===== src/logic/flrpc_pkg.sv =====
// package: constants and types of the flash read and program controller
package flrpc_pkg;
	localparam int ADDR_W   = 32;  // byte address width
	localparam int WORD_W   = 32;  // bus word
	localparam int BLOCK_W  = 64;  // one 8-byte array read
	localparam int BLK_LSB  = 3;   // byte offset bits inside a block
	localparam int WSEL_BIT = 2;   // picks the word inside a block
	localparam int BANK_LSB = 22;  // 4 MB per bank
	localparam int BANK_W   = 2;   // bank index width
	localparam int PF_SLOTS = 2;   // prefetch blocks
	localparam int CNT_W    = 4;   // read hold counter
	// access control register layout
	localparam int ACC_W    = 5;
	localparam int LAT_LSB  = 0;
	localparam int LAT_W    = 3;
	localparam int HALF_BIT = 3;
	localparam int PF_BIT   = 4;
	localparam logic [ACC_W-1:0] ACC_RESET = 5'h10;  // prefetch on, latency 0
	// unlock words
	localparam logic [WORD_W-1:0] FIRST_UNLOCK_WORD  = 32'h4567_0123;
	localparam logic [WORD_W-1:0] SECOND_UNLOCK_WORD = 32'hcdef_89ab;
	localparam logic [WORD_W-1:0] ZERO_WORD          = 32'h0000_0000;
	localparam logic [BANK_W-1:0] EXT_BANK = 2'h2;  // third bank
	// access sizes
	localparam logic [1:0] SZ_BYTE = 2'h0;
	localparam logic [1:0] SZ_HALF = 2'h1;
	localparam logic [1:0] SZ_WORD = 2'h2;
	localparam logic [WORD_W-1:0] MASK_BYTE = 32'h0000_00ff;
	localparam logic [WORD_W-1:0] MASK_HALF = 32'h0000_ffff;
	localparam logic [WORD_W-1:0] MASK_WORD = 32'hffff_ffff;
	typedef enum logic [1:0] {ST_IDLE, ST_READ, ST_CHECK, ST_PROG} flrpc_state_type;
	typedef enum logic [1:0] {SRC_DATA, SRC_IDIR, SRC_PF} flrpc_src_type;
endpackage

===== src/logic/flrpc_ctrl.sv =====
// flash read path, prefetch buffer, arbiter and program controller
// Functional notes
// two 8-byte prefetch blocks, one read each
// prefetch read starts when a block is free
// prefetch on at reset, off when cleared
// software keeps prefetch on with divided clock
// half-cycle mode selectable, only below 8 MHz
// no half-cycle with prefetch and divided clock
// latency holds read strobes, reset value zero
// data reads win over prefetch reads
// prefetch only for instruction fetches
// byte, half and word reads return data
// reads stall while write or erase runs
// low-power entry aborts every flash operation
// software keeps internal RC oscillator running
// locked after reset, control writes ignored
// unlock needs first then second unlock word
// wrong key sequence locks until reset
// wrong key sequence raises bus error
// lock bit relocks, keys unlock again
// write with program enable starts programming
// busy flag stalls flash reads and writes
// third bank takes word and half only
// serial flash clock is half system clock
// non-erased target skips program, sets fail; all-zero data is still programmed
// controller register writes rejected while busy
// cipher only inside range on third bank
module flrpc_ctrl #(
	parameter int                     NUM_BANKS  = 3,
	parameter logic [flrpc_pkg::WORD_W-1:0] CIPHER_KEY = 32'h5a5a_a5a5  // arbitrary value
) (
	input  wire logic                              clk,
	input  wire logic                              rst,
	input  wire logic                              low_power,
	input  wire logic                              access_ctrl_wr,
	input  wire logic [flrpc_pkg::ACC_W-1:0]       access_ctrl_wdata,
	output logic      [flrpc_pkg::ACC_W-1:0]       access_ctrl_q,
	input  wire logic                              key_wr,
	input  wire logic [flrpc_pkg::BANK_W-1:0]      key_bank,
	input  wire logic [flrpc_pkg::WORD_W-1:0]      key_data,
	input  wire logic                              bank_ctrl_wr,
	input  wire logic [flrpc_pkg::BANK_W-1:0]      bank_ctrl_bank,
	input  wire logic                              bank_ctrl_prog,
	input  wire logic                              bank_ctrl_lock,
	input  wire logic [NUM_BANKS-1:0]              fail_clr,
	input  wire logic                              cipher_en,
	input  wire logic                              ext_sel,
	input  wire logic                              cipher_range_wr,
	input  wire logic [flrpc_pkg::WORD_W-1:0]      cipher_range_wdata,
	output logic                                   key_err_q,
	output logic      [NUM_BANKS-1:0]              bank_locked_q,
	output logic      [NUM_BANKS-1:0]              prog_enabled_q,
	output logic      [NUM_BANKS-1:0]              busy_flag_q,
	output logic      [NUM_BANKS-1:0]              prog_fail_q,
	input  wire logic                              if_req,
	input  wire logic [flrpc_pkg::ADDR_W-1:0]      if_addr,
	output logic                                   if_valid_q,
	output logic      [flrpc_pkg::WORD_W-1:0]      if_rdata_q,
	input  wire logic                              d_req,
	input  wire logic                              d_write,
	input  wire logic [1:0]                        d_size,
	input  wire logic [flrpc_pkg::ADDR_W-1:0]      d_addr,
	input  wire logic [flrpc_pkg::WORD_W-1:0]      d_wdata,
	output logic                                   d_done_q,
	output logic                                   d_err_q,
	output logic      [flrpc_pkg::WORD_W-1:0]      d_rdata_q,
	output logic                                   fl_rd_q,
	output logic                                   fl_prog_q,
	output logic      [flrpc_pkg::ADDR_W-1:0]      fl_addr_q,
	output logic      [flrpc_pkg::WORD_W-1:0]      fl_wdata_q,
	output logic      [1:0]                        fl_wsize_q,
	input  wire logic [flrpc_pkg::BLOCK_W-1:0]     fl_rdata,
	input  wire logic                              fl_prog_done,
	output logic                                   spi_sck_q,
	output logic                                   spi_cs_n_q
);
	import flrpc_pkg::*;

	localparam int TAG_W = ADDR_W - BLK_LSB;

	// bank index of a byte address
	function automatic logic [BANK_W-1:0] bank_of(input logic [ADDR_W-1:0] a);
		return a[BANK_LSB +: BANK_W];
	endfunction

	// byte lanes touched by an access
	function automatic logic [WORD_W-1:0] lane_mask(input logic [1:0] sz, input logic [1:0] a);
		logic [WORD_W-1:0] m;
		m = (sz == SZ_BYTE) ? MASK_BYTE : (sz == SZ_HALF) ? MASK_HALF : MASK_WORD;
		return m << {a, 3'h0};
	endfunction

	// word of a block picked by the address
	function automatic logic [WORD_W-1:0] word_of(input logic [BLOCK_W-1:0] b, input logic [ADDR_W-1:0] a);
		return a[WSEL_BIT] ? b[BLOCK_W-1:WORD_W] : b[WORD_W-1:0];
	endfunction

	flrpc_state_type          state_q;      // sequencer state
	flrpc_src_type            src_q;        // owner of the running read
	logic [CNT_W-1:0]         cnt_q;        // cycles left with strobe held
	logic [ADDR_W-1:0]        op_addr_q;    // address of running operation
	logic [WORD_W-1:0]        op_data_q;    // data to program
	logic [1:0]               op_size_q;    // size to program
	logic [BANK_W-1:0]        op_bank_q;    // bank of running operation
	logic                     fill_slot_q;  // prefetch slot being filled
	logic [WORD_W-1:0]        range_q;      // cipher range, offset limit
	logic [NUM_BANKS-1:0]     stage_q;      // first unlock word seen
	logic [NUM_BANKS-1:0]     dead_q;       // locked until reset
	logic [PF_SLOTS-1:0]      pf_val_q;     // prefetch slot holds data
	logic [TAG_W-1:0]         pf_tag_q [PF_SLOTS];
	logic [BLOCK_W-1:0]       pf_data_q [PF_SLOTS];
	logic [TAG_W-1:0]         pf_next_q;    // next block to prefetch

	// decoded request conditions
	logic                     pf_en, op_busy, d_take, d_bad, d_prog_ok;
	logic                     hit, hit_slot, pf_free, free_slot;
	logic                     pf_miss, idir_take, pf_start, rd_fin, chk_fail, spi_act;
	logic [BLOCK_W-1:0]       rd_block;     // array data after cipher
	logic [WORD_W-1:0]        raw_word, chk_mask, cipher_word;

	assign pf_en     = access_ctrl_q[PF_BIT];
	assign op_busy   = (state_q == ST_CHECK) || (state_q == ST_PROG);
	assign d_take    = d_req && !d_done_q && (state_q == ST_IDLE) && !low_power;
	// byte access on the third bank or a missing bank is refused
	assign d_bad     = (bank_of(d_addr) >= BANK_W'(NUM_BANKS)) ||
	                   ((bank_of(d_addr) == EXT_BANK) && (d_size == SZ_BYTE));
	assign d_prog_ok = !bank_locked_q[bank_of(d_addr)] && prog_enabled_q[bank_of(d_addr)];
	// misses only flush when the sequencer is free, so no fill is lost
	assign pf_miss   = if_req && pf_en && !hit && !if_valid_q && (state_q == ST_IDLE) &&
	                   ((pf_next_q != if_addr[ADDR_W-1:BLK_LSB]) || !pf_free);
	assign idir_take = if_req && !pf_en && !if_valid_q && (state_q == ST_IDLE) && !low_power;
	// data requests always win over a prefetch
	assign pf_start  = (state_q == ST_IDLE) && !low_power && !d_req && !pf_miss && !idir_take &&
	                   pf_en && pf_free;
	assign rd_fin    = (state_q == ST_READ) && (cnt_q == '0) && !low_power;
	// cipher is applied only inside the programmed range of the third bank
	assign cipher_word = (cipher_en && (bank_of(op_addr_q) == EXT_BANK) &&
	                      (op_addr_q[BANK_LSB-1:0] < range_q[BANK_LSB-1:0])) ? CIPHER_KEY : ZERO_WORD;
	assign rd_block  = fl_rdata ^ {cipher_word, cipher_word};
	assign raw_word  = word_of(fl_rdata, op_addr_q);
	assign chk_mask  = lane_mask(op_size_q, op_addr_q[1:0]);
	// target not erased and value not all zeros
	assign chk_fail  = ((raw_word & chk_mask) != chk_mask) && ((op_data_q & chk_mask) != ZERO_WORD);
	assign spi_act   = ext_sel && (state_q != ST_IDLE) && (op_bank_q == EXT_BANK);

	// prefetch hit lookup and free slot search
	always_comb begin
		hit       = 1'b0;
		hit_slot  = 1'b0;
		pf_free   = 1'b0;
		free_slot = 1'b0;
		for (int i = PF_SLOTS - 1; i >= 0; i--) begin
			if (pf_val_q[i] && (pf_tag_q[i] == if_addr[ADDR_W-1:BLK_LSB])) begin
				hit      = 1'b1;
				hit_slot = 1'(i);
			end
			if (!pf_val_q[i]) begin
				pf_free   = 1'b1;
				free_slot = 1'(i);
			end
		end
	end

	// access control and cipher range, frozen while busy
	always_ff @(posedge clk or posedge rst) begin
		if (rst) begin
			access_ctrl_q <= ACC_RESET;
			range_q       <= ZERO_WORD;
		end else if (!op_busy) begin
			if (access_ctrl_wr)
				access_ctrl_q <= access_ctrl_wdata;
			if (cipher_range_wr)
				range_q <= cipher_range_wdata;
		end
	end

	// unlock keys, lock and program enable per bank
	always_ff @(posedge clk or posedge rst) begin
		if (rst) begin
			bank_locked_q  <= '1;
			stage_q        <= '0;
			dead_q         <= '0;
			prog_enabled_q <= '0;
			key_err_q      <= 1'b0;
		end else begin
			key_err_q <= 1'b0;
			if (key_wr && !op_busy && (key_bank < BANK_W'(NUM_BANKS)) && bank_locked_q[key_bank]) begin
				if (dead_q[key_bank]) begin
					key_err_q <= 1'b1;
				end else if (!stage_q[key_bank]) begin
					// a bad first word kills the bank until reset
					if (key_data == FIRST_UNLOCK_WORD) begin
						stage_q[key_bank] <= 1'b1;
					end else begin
						dead_q[key_bank] <= 1'b1;
						key_err_q        <= 1'b1;
					end
				end else if (key_data == SECOND_UNLOCK_WORD) begin
					bank_locked_q[key_bank] <= 1'b0;
					stage_q[key_bank]       <= 1'b0;
				end else begin
					dead_q[key_bank] <= 1'b1;
					key_err_q        <= 1'b1;
				end
			end
			// control writes only land on an unlocked, idle bank
			if (bank_ctrl_wr && !op_busy && (bank_ctrl_bank < BANK_W'(NUM_BANKS)) &&
			    !bank_locked_q[bank_ctrl_bank]) begin
				prog_enabled_q[bank_ctrl_bank] <= bank_ctrl_prog;
				if (bank_ctrl_lock) begin
					bank_locked_q[bank_ctrl_bank]  <= 1'b1;
					prog_enabled_q[bank_ctrl_bank] <= 1'b0;
				end
			end
		end
	end

	// sticky program failure, a new failure beats the clear
	always_ff @(posedge clk or posedge rst) begin
		if (rst)
			prog_fail_q <= '0;
		else
			for (int b = 0; b < NUM_BANKS; b++)
				prog_fail_q[b] <= (prog_fail_q[b] && !fail_clr[b]) ||
				                  ((state_q == ST_CHECK) && (cnt_q == '0) && !low_power &&
				                   chk_fail && (op_bank_q == BANK_W'(b)));
	end

	// sequencer: arbitration, read hold, check and program
	always_ff @(posedge clk or posedge rst) begin
		if (rst) begin
			state_q     <= ST_IDLE;
			src_q       <= SRC_DATA;
			cnt_q       <= '0;
			op_addr_q   <= '0;
			op_data_q   <= ZERO_WORD;
			op_size_q   <= SZ_BYTE;
			op_bank_q   <= '0;
			fill_slot_q <= 1'b0;
			fl_rd_q     <= 1'b0;
			fl_prog_q   <= 1'b0;
			fl_addr_q   <= '0;
			fl_wdata_q  <= ZERO_WORD;
			fl_wsize_q  <= SZ_BYTE;
			d_done_q    <= 1'b0;
			d_err_q     <= 1'b0;
			d_rdata_q   <= ZERO_WORD;
			busy_flag_q <= '0;
		end else begin
			d_done_q <= 1'b0;
			d_err_q  <= 1'b0;
			if (low_power) begin
				// abort whatever runs; a data read or program under way ends in error
				state_q     <= ST_IDLE;
				fl_rd_q     <= 1'b0;
				fl_prog_q   <= 1'b0;
				busy_flag_q <= '0;
				if ((state_q != ST_IDLE) && (src_q == SRC_DATA)) begin
					d_done_q <= 1'b1;
					d_err_q  <= 1'b1;
				end
			end else begin
				unique case (state_q)
					ST_IDLE: begin
						// half-cycle mode answers in the first held cycle
						cnt_q <= access_ctrl_q[HALF_BIT] ? '0 : CNT_W'(access_ctrl_q[LAT_LSB +: LAT_W]);
						if (d_take) begin
							src_q     <= SRC_DATA;
							op_addr_q <= d_addr;
							op_data_q <= d_wdata;
							op_size_q <= d_size;
							op_bank_q <= bank_of(d_addr);
							fl_addr_q <= {d_addr[ADDR_W-1:BLK_LSB], BLK_LSB'(0)};
							if (d_bad || (d_write && !d_prog_ok)) begin
								d_done_q <= 1'b1;
								d_err_q  <= 1'b1;
							end else if (d_write) begin
								// read the target first to check it is erased
								state_q                     <= ST_CHECK;
								fl_rd_q                     <= 1'b1;
								busy_flag_q[bank_of(d_addr)] <= 1'b1;
							end else begin
								state_q <= ST_READ;
								fl_rd_q <= 1'b1;
							end
						end else if (idir_take) begin
							src_q     <= SRC_IDIR;
							state_q   <= ST_READ;
							fl_rd_q   <= 1'b1;
							op_addr_q <= if_addr;
							op_bank_q <= bank_of(if_addr);
							fl_addr_q <= {if_addr[ADDR_W-1:BLK_LSB], BLK_LSB'(0)};
						end else if (pf_start) begin
							src_q       <= SRC_PF;
							state_q     <= ST_READ;
							fl_rd_q     <= 1'b1;
							fill_slot_q <= free_slot;
							op_addr_q   <= {pf_next_q, BLK_LSB'(0)};
							op_bank_q   <= bank_of({pf_next_q, BLK_LSB'(0)});
							fl_addr_q   <= {pf_next_q, BLK_LSB'(0)};
						end
					end
					ST_READ: begin
						if (cnt_q != '0) begin
							cnt_q <= cnt_q - 1'b1;
						end else begin
							fl_rd_q <= 1'b0;
							state_q <= ST_IDLE;
							if (src_q == SRC_DATA) begin
								d_rdata_q <= word_of(rd_block, op_addr_q);
								d_done_q  <= 1'b1;
							end
						end
					end
					ST_CHECK: begin
						if (cnt_q != '0) begin
							cnt_q <= cnt_q - 1'b1;
						end else begin
							fl_rd_q <= 1'b0;
							if (chk_fail) begin
								state_q     <= ST_IDLE;
								d_done_q    <= 1'b1;
								busy_flag_q <= '0;
							end else begin
								state_q    <= ST_PROG;
								fl_prog_q  <= 1'b1;
								fl_addr_q  <= op_addr_q;
								fl_wdata_q <= op_data_q ^ cipher_word;
								fl_wsize_q <= op_size_q;
							end
						end
					end
					ST_PROG: begin
						// the requesting write is held until the array is done
						if (fl_prog_done) begin
							fl_prog_q   <= 1'b0;
							state_q     <= ST_IDLE;
							d_done_q    <= 1'b1;
							busy_flag_q <= '0;
						end
					end
				endcase
			end
		end
	end

	// prefetch buffer and instruction answers
	always_ff @(posedge clk or posedge rst) begin
		if (rst) begin
			pf_val_q   <= '0;
			pf_next_q  <= '0;
			if_valid_q <= 1'b0;
			if_rdata_q <= ZERO_WORD;
			for (int i = 0; i < PF_SLOTS; i++) begin
				pf_tag_q[i]  <= '0;
				pf_data_q[i] <= '0;
			end
		end else begin
			if_valid_q <= 1'b0;
			if (!pf_en || low_power) begin
				pf_val_q <= '0;
			end else if (pf_miss) begin
				// restart the stream at the missed block
				pf_val_q  <= '0;
				pf_next_q <= if_addr[ADDR_W-1:BLK_LSB];
			end else begin
				if (pf_start)
					pf_next_q <= pf_next_q + 1'b1;
				if (rd_fin && (src_q == SRC_PF)) begin
					pf_val_q[fill_slot_q]  <= 1'b1;
					pf_tag_q[fill_slot_q]  <= op_addr_q[ADDR_W-1:BLK_LSB];
					pf_data_q[fill_slot_q] <= rd_block;
				end
				// buffered hits also wait while the array is programmed
				if (if_req && hit && !if_valid_q && !op_busy) begin
					if_valid_q <= 1'b1;
					if_rdata_q <= word_of(pf_data_q[hit_slot], if_addr);
					if (if_addr[WSEL_BIT])
						pf_val_q[hit_slot] <= 1'b0;
				end
			end
			if (rd_fin && (src_q == SRC_IDIR)) begin
				if_valid_q <= 1'b1;
				if_rdata_q <= word_of(rd_block, op_addr_q);
			end
		end
	end

	// serial flash clock toggles each cycle, giving half the system clock
	always_ff @(posedge clk or posedge rst) begin
		if (rst) begin
			spi_sck_q  <= 1'b0;
			spi_cs_n_q <= 1'b1;
		end else begin
			spi_sck_q  <= spi_act ? !spi_sck_q : 1'b0;
			spi_cs_n_q <= !spi_act;
		end
	end
endmodule


===== config.mk =====
export PLATFORM = sky130hd
export DESIGN_NAME = flrpc_ctrl
export DESIGN_NICKNAME = d
export VERILOG_FILES = /design/src/logic/flrpc_pkg.sv /design/src/logic/flrpc_ctrl.sv
export SDC_FILE = /design/constraint.sdc
export NUM_CORES = 1
export LEC_CHECK = 0
export ABC_AREA = 1
export BUFFER_PORTS_ARGS = -buffer_cell sky130_fd_sc_hd__buf_2
export CORE_MARGIN = 8
export CORE_UTILIZATION = 54
export CTS_CLUSTER_DIAMETER = 40
export CTS_CLUSTER_SIZE = 24
export DETAILED_ROUTE_END_ITERATION = 8
export PLACE_DENSITY = 0.86
export SETUP_SLACK_MARGIN = 0.15
export SLEW_MARGIN = 40
export SYNTH_ARGS = -nofsm -noshare
export SYNTH_HDL_FRONTEND = slang
export SYNTH_SLANG_ARGS = --single-unit

===== constraint.sdc =====
create_clock -name clk -period 18.4 [get_ports clk]
set_clock_uncertainty 0.1 [all_clocks]
set_input_delay 1.84 -clock clk [delete_from_list [all_inputs] [get_ports clk]]
set_output_delay 1.84 -clock clk [all_outputs]
set_load 0.01 [all_outputs]

==> results.cfg, run 1 <==
[hold_path]
hp-class = register to register
min_path_cells = 1

[floorplan]
core_sq_um = 46500
start_util_pct = 54.5
dieWidth_microns = 233
ios = 408
die_height_microns = 233
rows = 79
die_area_sq_um = 54100

[critical_path]
path_class = input port to register
r2r_cells = 15
critPathSlowestCell = nand3_2
end_kind = register
critPathMostFrequentCell = nand2_1
critPathMaxFanout = 54
cp_data_required_time_ps = 18780
crit_start = if_addr[17]
r2r-end = fl_addr_q[26]
cp_cell_sequence = buf_2 -> inv_2 -> nand2_1 -> nand2_1 -> nor2_1 -> nand2_1 -> nor2_1 -> nand2_1 -> nor2_4 -> nor2_2 -> nand2_4 -> nand2_2 -> nand3_2 -> nand3_1 -> buf_4 -> nand2_1 -> nand2_1
regToRegSetupSlack_ps = 14380
crit_arrival_ps = 5440
critPathLaunchType = input port
worstSetupEndpoint = fl_addr_q[26]
max_stage_delay_ps = 580
reg2reg_from = op_addr_q[2]

[finish]
nets = 4060
fin_util_pct = 64.7
regArea_sq_um = 11900
multi_input_area_sq_um = 11100
drive_above_1_share_pct = 17.1
n_fill_cell = 3973
final_area_sq_um = 30000
mostFrequentLayoutCells = 1153 x nand2_1, 469 x dfrtp_1, 397 x buf_2
mostFrequentLayoutCell = nand2_1
area_growth_pct = 18.6

[logic_synthesis]
async_flop_share_pct = 100
yosys_register_bits = 475
synth_area_sq_um = 25300
synth_fa_ha_area_share_pct = 1.33
yosysSeqAreaShare_pct = 46.9
yosys_warnings = 0
synth_mux_area_share_pct = 0.178
synth-edff-count = 0
ys_types = 48
synth_compound_area_share_pct = 12.4
syn_inst = 3439
ys.flop_type = dfrtp_1
syn_nets = 3719
synth_top_family_by_area = simple AND/OR/NAND/NOR gates
syn_area_per_cell_sq_um = 7.37
synth_xor_area_share_pct = 1.21
synth-simple-area-share_pct = 28.6

[global_route]
grt_max_degree = 141
top_usage_layer = met2
met2_usage_pct = 47.3
overflow = 0
first_global_vias = 24300
track_usage_pct = 31.0
grt_pass1_wl_mm = 132
antenna_found_initial = 14
use_met1_pct = 40.7
gr-usage-met3_pct = 8.11

[route]
drtIter0Drc = 2807
ant_nets = 0
drt-total-wl_mm = 85.1
vias = 25100
drt_pre_antenna_iters = 6
drc_errors = 0
viasPerCell = 5.65
wl_per_cell_microns = 19.1

[place]
post_dp_cell_area_sq_um = 27600
place_congestion = 0.954
portBuffers = 397
dpl.hpwl_mm = 60.2

[sta]
fin_crit_sh_pct = 27.5
fmax_mhz = 198
rsz0062_at_grt = false
slew_headroom_pct = 49.1
period_needed_ps = 5060
worst_pin_slew_ps = 761
finalHoldViolCount = 0
setup_viol = 0
drv_slew = 0
fin_tns_setup_ps = 0

[cts]
root_buffer = clkbuf_16
clkTransAtPathRegs_ps = 60
cts_tree = yes
clockBufferDepth = 3
ctsHoldBuffers = 0
htreeDepth = 3
clock_latency_ps = 600
cts_setup_buffers = 0
clock_sinks = 475
cts_resized = 0
cts_inserted_buffers = 70

[power]
leakagePower_nw = 15.5
power_density_nw_per_um2 = 146
vdd_ir_drop_max_mv = 0.117

[run]
drv_cap = 0

[status]
status = completed
==> how the worst min path moves through the flow <==
stage                         start        end  slack [ps]
after floorplan           dead_q[2]  dead_q[2]         330
after global placement    spi_sck_q  spi_sck_q         310
after detailed placement  spi_sck_q  spi_sck_q         310
after CTS                 spi_sck_q  spi_sck_q         320
after global routing      spi_sck_q  spi_sck_q         330
final                     spi_sck_q  spi_sck_q         320
==> registers in the layout (all words and copies together), names as in the netlist, 3 cells and up, named ones only <==
register,cells
if_rdata_q,32
cnt_q,4
fl_wdata_q,32
range_q,22
pf_next_q,29
pf_tag_q,58
prog_fail_q,3
op_data_q,32
bank_locked_q,3
fl_addr_q,32
dead_q,3
busy_flag_q,3
prog_enabled_q,3
d_rdata_q,32
pf_data_q,128
access_ctrl_q,5
op_addr_q,32
==> routing by layer <==
layer | part of all wire, % | routed length (microns)
met3 | 11 | 9490
met2 | 45 | 38000
met4 | 4.8 | 4120
met5 | 0.11 | 95
met1 | 39 | 33400
==> kinds of logic after synthesis <==
logic type,Yosys count
fa+ha+maj,27
buf+inv,565
compound gates,581
xor+xnor,35
mux,4
simple gates,1752
flops,475
==> layout make-up <==
cell class	count	area share (%)
diodes	7	0.0583
clock buffers	81	6.28
clock inverters	47	1.68
inverters	407	5.13
multi-input cells	2399	37.1
flip-flops and latches	475	39.6
well taps	607	2.53
repair buffers	427	7.67
==> metrics by stage <==
stage / hold WS (ps) / total power [mW] / setup WS [ps] / instances
after detailed placement: 311 / 3.00 / 12810 / 4315
after floorplan: 328 / 2.46 / 3220 / 3439
final: 315 / 4.39 / 13340 / 4450
after CTS: 318 / 4.38 / 13420 / 4443
after global routing: 331 / 4.64 / 13090 / 4448
after global placement: 308 / 2.95 / 12860 / 4311
==> where the power goes <==
part	internal [mW]	total, mW	leakage (nW)	switching [mW]
registers	1.36	1.58	6.24	0.221
logic	0.478	1.46	8.06	0.980
clock network	0.814	1.35	1.17	0.539
==> cells in the mapped netlist (3+ instances only) <==
cell	count	area share, %
nand2_1	1156	17
dfrtp_1	470	46
inv_1	357	5.3
nor2_1	240	3.6
o21ai_1	219	4.3
nand3_1	211	4.2
o21ai_0	207	4.1
a21oi_1	70	1.4
clkbuf_1	65	0.96
nand4_1	62	1.5
buf_2	56	1.1
inv_2	48	0.71
xor2_1	34	1.2
o221ai_1	30	1.0
ha_1	27	1.3
nor3_1	25	0.49
buf_6	23	1.0
o211ai_1	20	0.59
or2_2	20	0.49
a31oi_1	17	0.42
nand3b_1	14	0.41
buf_1	10	0.15
nor4_1	6	0.15
dfstp_2	5	0.52
nand2_2	5	0.12
nor3b_1	5	0.15
mux2_2	4	0.18
a21boi_0	3	0.089
buf_4	3	0.089
==> critical path, delay by kind of cell <==
kind	cells	cell delay (ps)
buffers and inverters	3	560
AND/OR/NAND/NOR	14	3010
(Power assumes the default switching activity.)
==> run 2: changes to the inputs <==
--- a/config.mk
+++ b/config.mk
@@ -5,7 +5,7 @@
 export SDC_FILE = /design/constraint.sdc
 export NUM_CORES = 1
 export LEC_CHECK = 0
-export ABC_AREA = 1
+export ABC_AREA = 0
 export BUFFER_PORTS_ARGS = -buffer_cell sky130_fd_sc_hd__buf_2
 export CORE_MARGIN = 8
 export CORE_UTILIZATION = 54
==> constraint.sdc (replaced) <==
create_clock -name clk -period 5.1 [get_ports clk]
set_clock_uncertainty 0.1 [all_clocks]
set_input_delay 0.51 -clock clk [delete_from_list [all_inputs] [get_ports clk]]
set_output_delay 0.51 -clock clk [all_outputs]
set_load 0.01 [all_outputs]
==> run 2 against run 1 <==
Sequential cell count unchanged. Die area down 6.6%. First-iteration DRC count down 11%. Synthesized cell count down 35%. Clock-buffer cell count down 1. Final cell count down 27%. Clock power rose to 3.8 times the previous value. Global-route usage down 1.2 points. Sequential share of layout area up 1.7 points.
==> results.cfg, run 2 <==
[logic_synthesis]
ys.flop_type = dfrtp_1
syn_inst = 2241
synth_area_sq_um = 23500
syn_area_per_cell_sq_um = 10.5
synth-edff-count = 0
yosys_register_bits = 475
yosys-top-cells-count = 470 x dfrtp_1, 204 x nor2_1, 194 x a21oi_1, 194 x mux2_2, 140 x nand2_1
yosys_warnings = 0
yosysTopAreaCell = dfrtp_1
yosysSeqAreaShare_pct = 50.5
synth_top_area_share_pct = 49.9
yosysMostFrequentCell = dfrtp_1
async_flop_share_pct = 100
ys_types = 64
syn_nets = 2521
synth.area.top_cells = dfrtp_1 50%, mux2_2 9.3%, mux2i_1 4.5%, a21oi_1 4.1%, xnor2_1 3.3%

[cts]
clkTransAtPathRegs_ps = 60
cts_inserted_buffers = 71
htreeDepth = 3
clockBufferDepth = 3
clock_sinks = 475
cts_resized = 0
cts_setup_buffers = 0
clock_latency_ps = 590
cts_tree = yes
root_buffer = clkbuf_16

[sta]
worst_pin_slew_ps = 825
setup_viol = 0
rsz0062_at_grt = false
fin_crit_sh_pct = 76.9
drv_slew = 0
fmax_mhz = 255
period_needed_ps = 3920
fin_ws_ps = 1180
finalHoldViolCount = 0
slew_headroom_pct = 44.5
fin_tns_setup_ps = 0

[route]
ant_nets = 0
drtIter0Drc = 2485
drc_errors = 0
vias = 20100
wl_per_cell_microns = 23.8
viasPerCell = 6.17
drt-total-wl_mm = 77.4
drt_pre_antenna_iters = 6

[finish]
regArea_sq_um = 11900
final_area_sq_um = 28800
top_regs = pf_data_q x128, pf_tag_q x58
n_fill_cell = 3121
largest_reg_flops = 128
mostFrequentLayoutCell = dfrtp_1
multi_input_area_sq_um = 10900
regMostFlops = pf_data_q
drive_above_1_share_pct = 29.8
nets = 2884
area_growth_pct = 22.3
mostFrequentLayoutCells = 469 x dfrtp_1, 397 x buf_2, 202 x nor2_1

[hold_path]
min_from = fail_clr[2]
hp-class = input port to register
min_path_cells = 2
min_to = prog_fail_q[2]

[place]
dpl.hpwl_mm = 54.7
portBuffers = 397
pre_cts_ws_ps = 1210
place_congestion = 0.934
post_dp_cell_area_sq_um = 26200

[power]
clkPwrFrac_pct = 32.6
power_density_nw_per_um2 = 549
power_switching_mw = 5.82
combPwrFrac_pct = 29.9
p_sw_share_pct = 36.8
vdd_ir_drop_max_mv = 0.438
pwr-share-seq_pct = 37.5
p_int_mw = 10.0
leakagePower_nw = 13.9

[floorplan]
dieWidth_microns = 225
die_area_sq_um = 50500
die_height_microns = 225
rows = 76
ios = 408
start_util_pct = 54.7
core_sq_um = 43100

[critical_path]
regToRegSetupSlack_ps = 1180
r2r_cells = 10
path_class = register to register
critPathMaxFanout = 55
cp_data_required_time_ps = 5440
reg2reg_from = pf_next_q[27]
crit_start = pf_next_q[27]
r2r-end = fl_addr_q[24]
crit_arrival_ps = 4260
critPathLaunchType = register
end_kind = register

[global_route]
grt_pass1_wl_mm = 119
first_global_vias = 20900
grt_max_degree = 149
antenna_found_initial = 10
overflow = 0
track_usage_pct = 29.8

[run]
drv_cap = 0

[status]
status = completed
run 2: changes by cell type in the layout (fill, tap and decap cells not counted), moves of 50 or more:
| cell | delta |
|---|---|
| o21ai_0 | -82 |
| xnor2_1 | +87 |
| a21oi_1 | +123 |
| mux2_2 | +190 |
| mux2i_1 | +105 |
| inv_2 | -50 |
| o21ai_1 | -218 |
| nand2_1 | -1014 |
| nand3_1 | -183 |
| inv_1 | -294 |
run 2: per-stage QoR:
step | power (mW) | hold slack (ps) | instances | util [%]
6_report | 15.8 | 31.8 | 3253 | 66.9
5_1_grt | 16.6 | 27.0 | 3251 | 66.9
4_1_cts | 15.8 | 4.90 | 3245 | 66.7
3_5_place_dp | 10.6 | 317 | 3111 | 60.8
3_3_place_gp | 10.3 | 310 | 3108 | 60.6
2_1_floorplan | 8.64 | 335 | 2241 | -
run 2: worst max path at each step:
stage                                 to
after floorplan                async pin
after global placement     fl_addr_q[14]
after detailed placement   fl_addr_q[24]
after CTS                  fl_addr_q[24]
after global routing      fl_wdata_q[20]
final                      fl_addr_q[24]
run 2: critical path, stage by stage (launching register included):
cell       delay, ps
dfrtp_1          440
xnor2_1          390
nand4_1          130
nor4_1           750
a211oi_1         250
nand3_2          120
buf_4            510
a21boi_4         110
o2bb2ai_2        130
buf_4            440
mux2_2           410
run 2: layout make-up:
| type | count | area share (%) |
|---|---|---|
| Inverter | 61 | 0.808 |
| Clock buffer | 80 | 6.65 |
| Timing Repair Buffer | 446 | 8.70 |
| Multi-Input combinational cell | 1549 | 37.8 |
| Antenna cell | 7 | 0.0608 |
| Clock inverter | 50 | 2.14 |
| Sequential cell | 475 | 41.3 |
| Tap cell | 585 | 2.54 |
run 2: logic make-up after synthesis:
logic type	synth area share, %
compound gates	12.4
buf+inv	3.75
simple gates	10.9
flops	50.5
mux	15.4
fa+ha+maj	1.43
xor+xnor	5.65
run 2: repair_timing:
action | CTS | global route
hold buffers | 4 | 0
endpoints found under the setup margin | 0 | 0
endpoints found under the hold margin | 17 | 0
run 2: routing by layer:
| metal | share of wire (%) | vias up | GRT usage, % |
|---|---|---|---|
| met3 | 9.6 | 214 | 7.61 |
| met4 | 3.8 | 10 | 12.6 |
| met1 | 39 | 9962 | 37.7 |
| met5 | 0.081 | - | 0 |
| li1 | - | 8704 | - |
| met2 | 48 | 1178 | 48.4 |
run 2: power groups by stage:
stage / combinational [mW] / sequential [mW] / clock [mW]
after floorplan: 2.91 / 5.74 / 0
after global placement: 4.42 / 5.84 / 0
after detailed placement: 4.63 / 5.92 / 0
after CTS: 4.70 / 5.88 / 5.21
after global routing: 5.17 / 6.02 / 5.36
final: 4.74 / 5.93 / 5.16
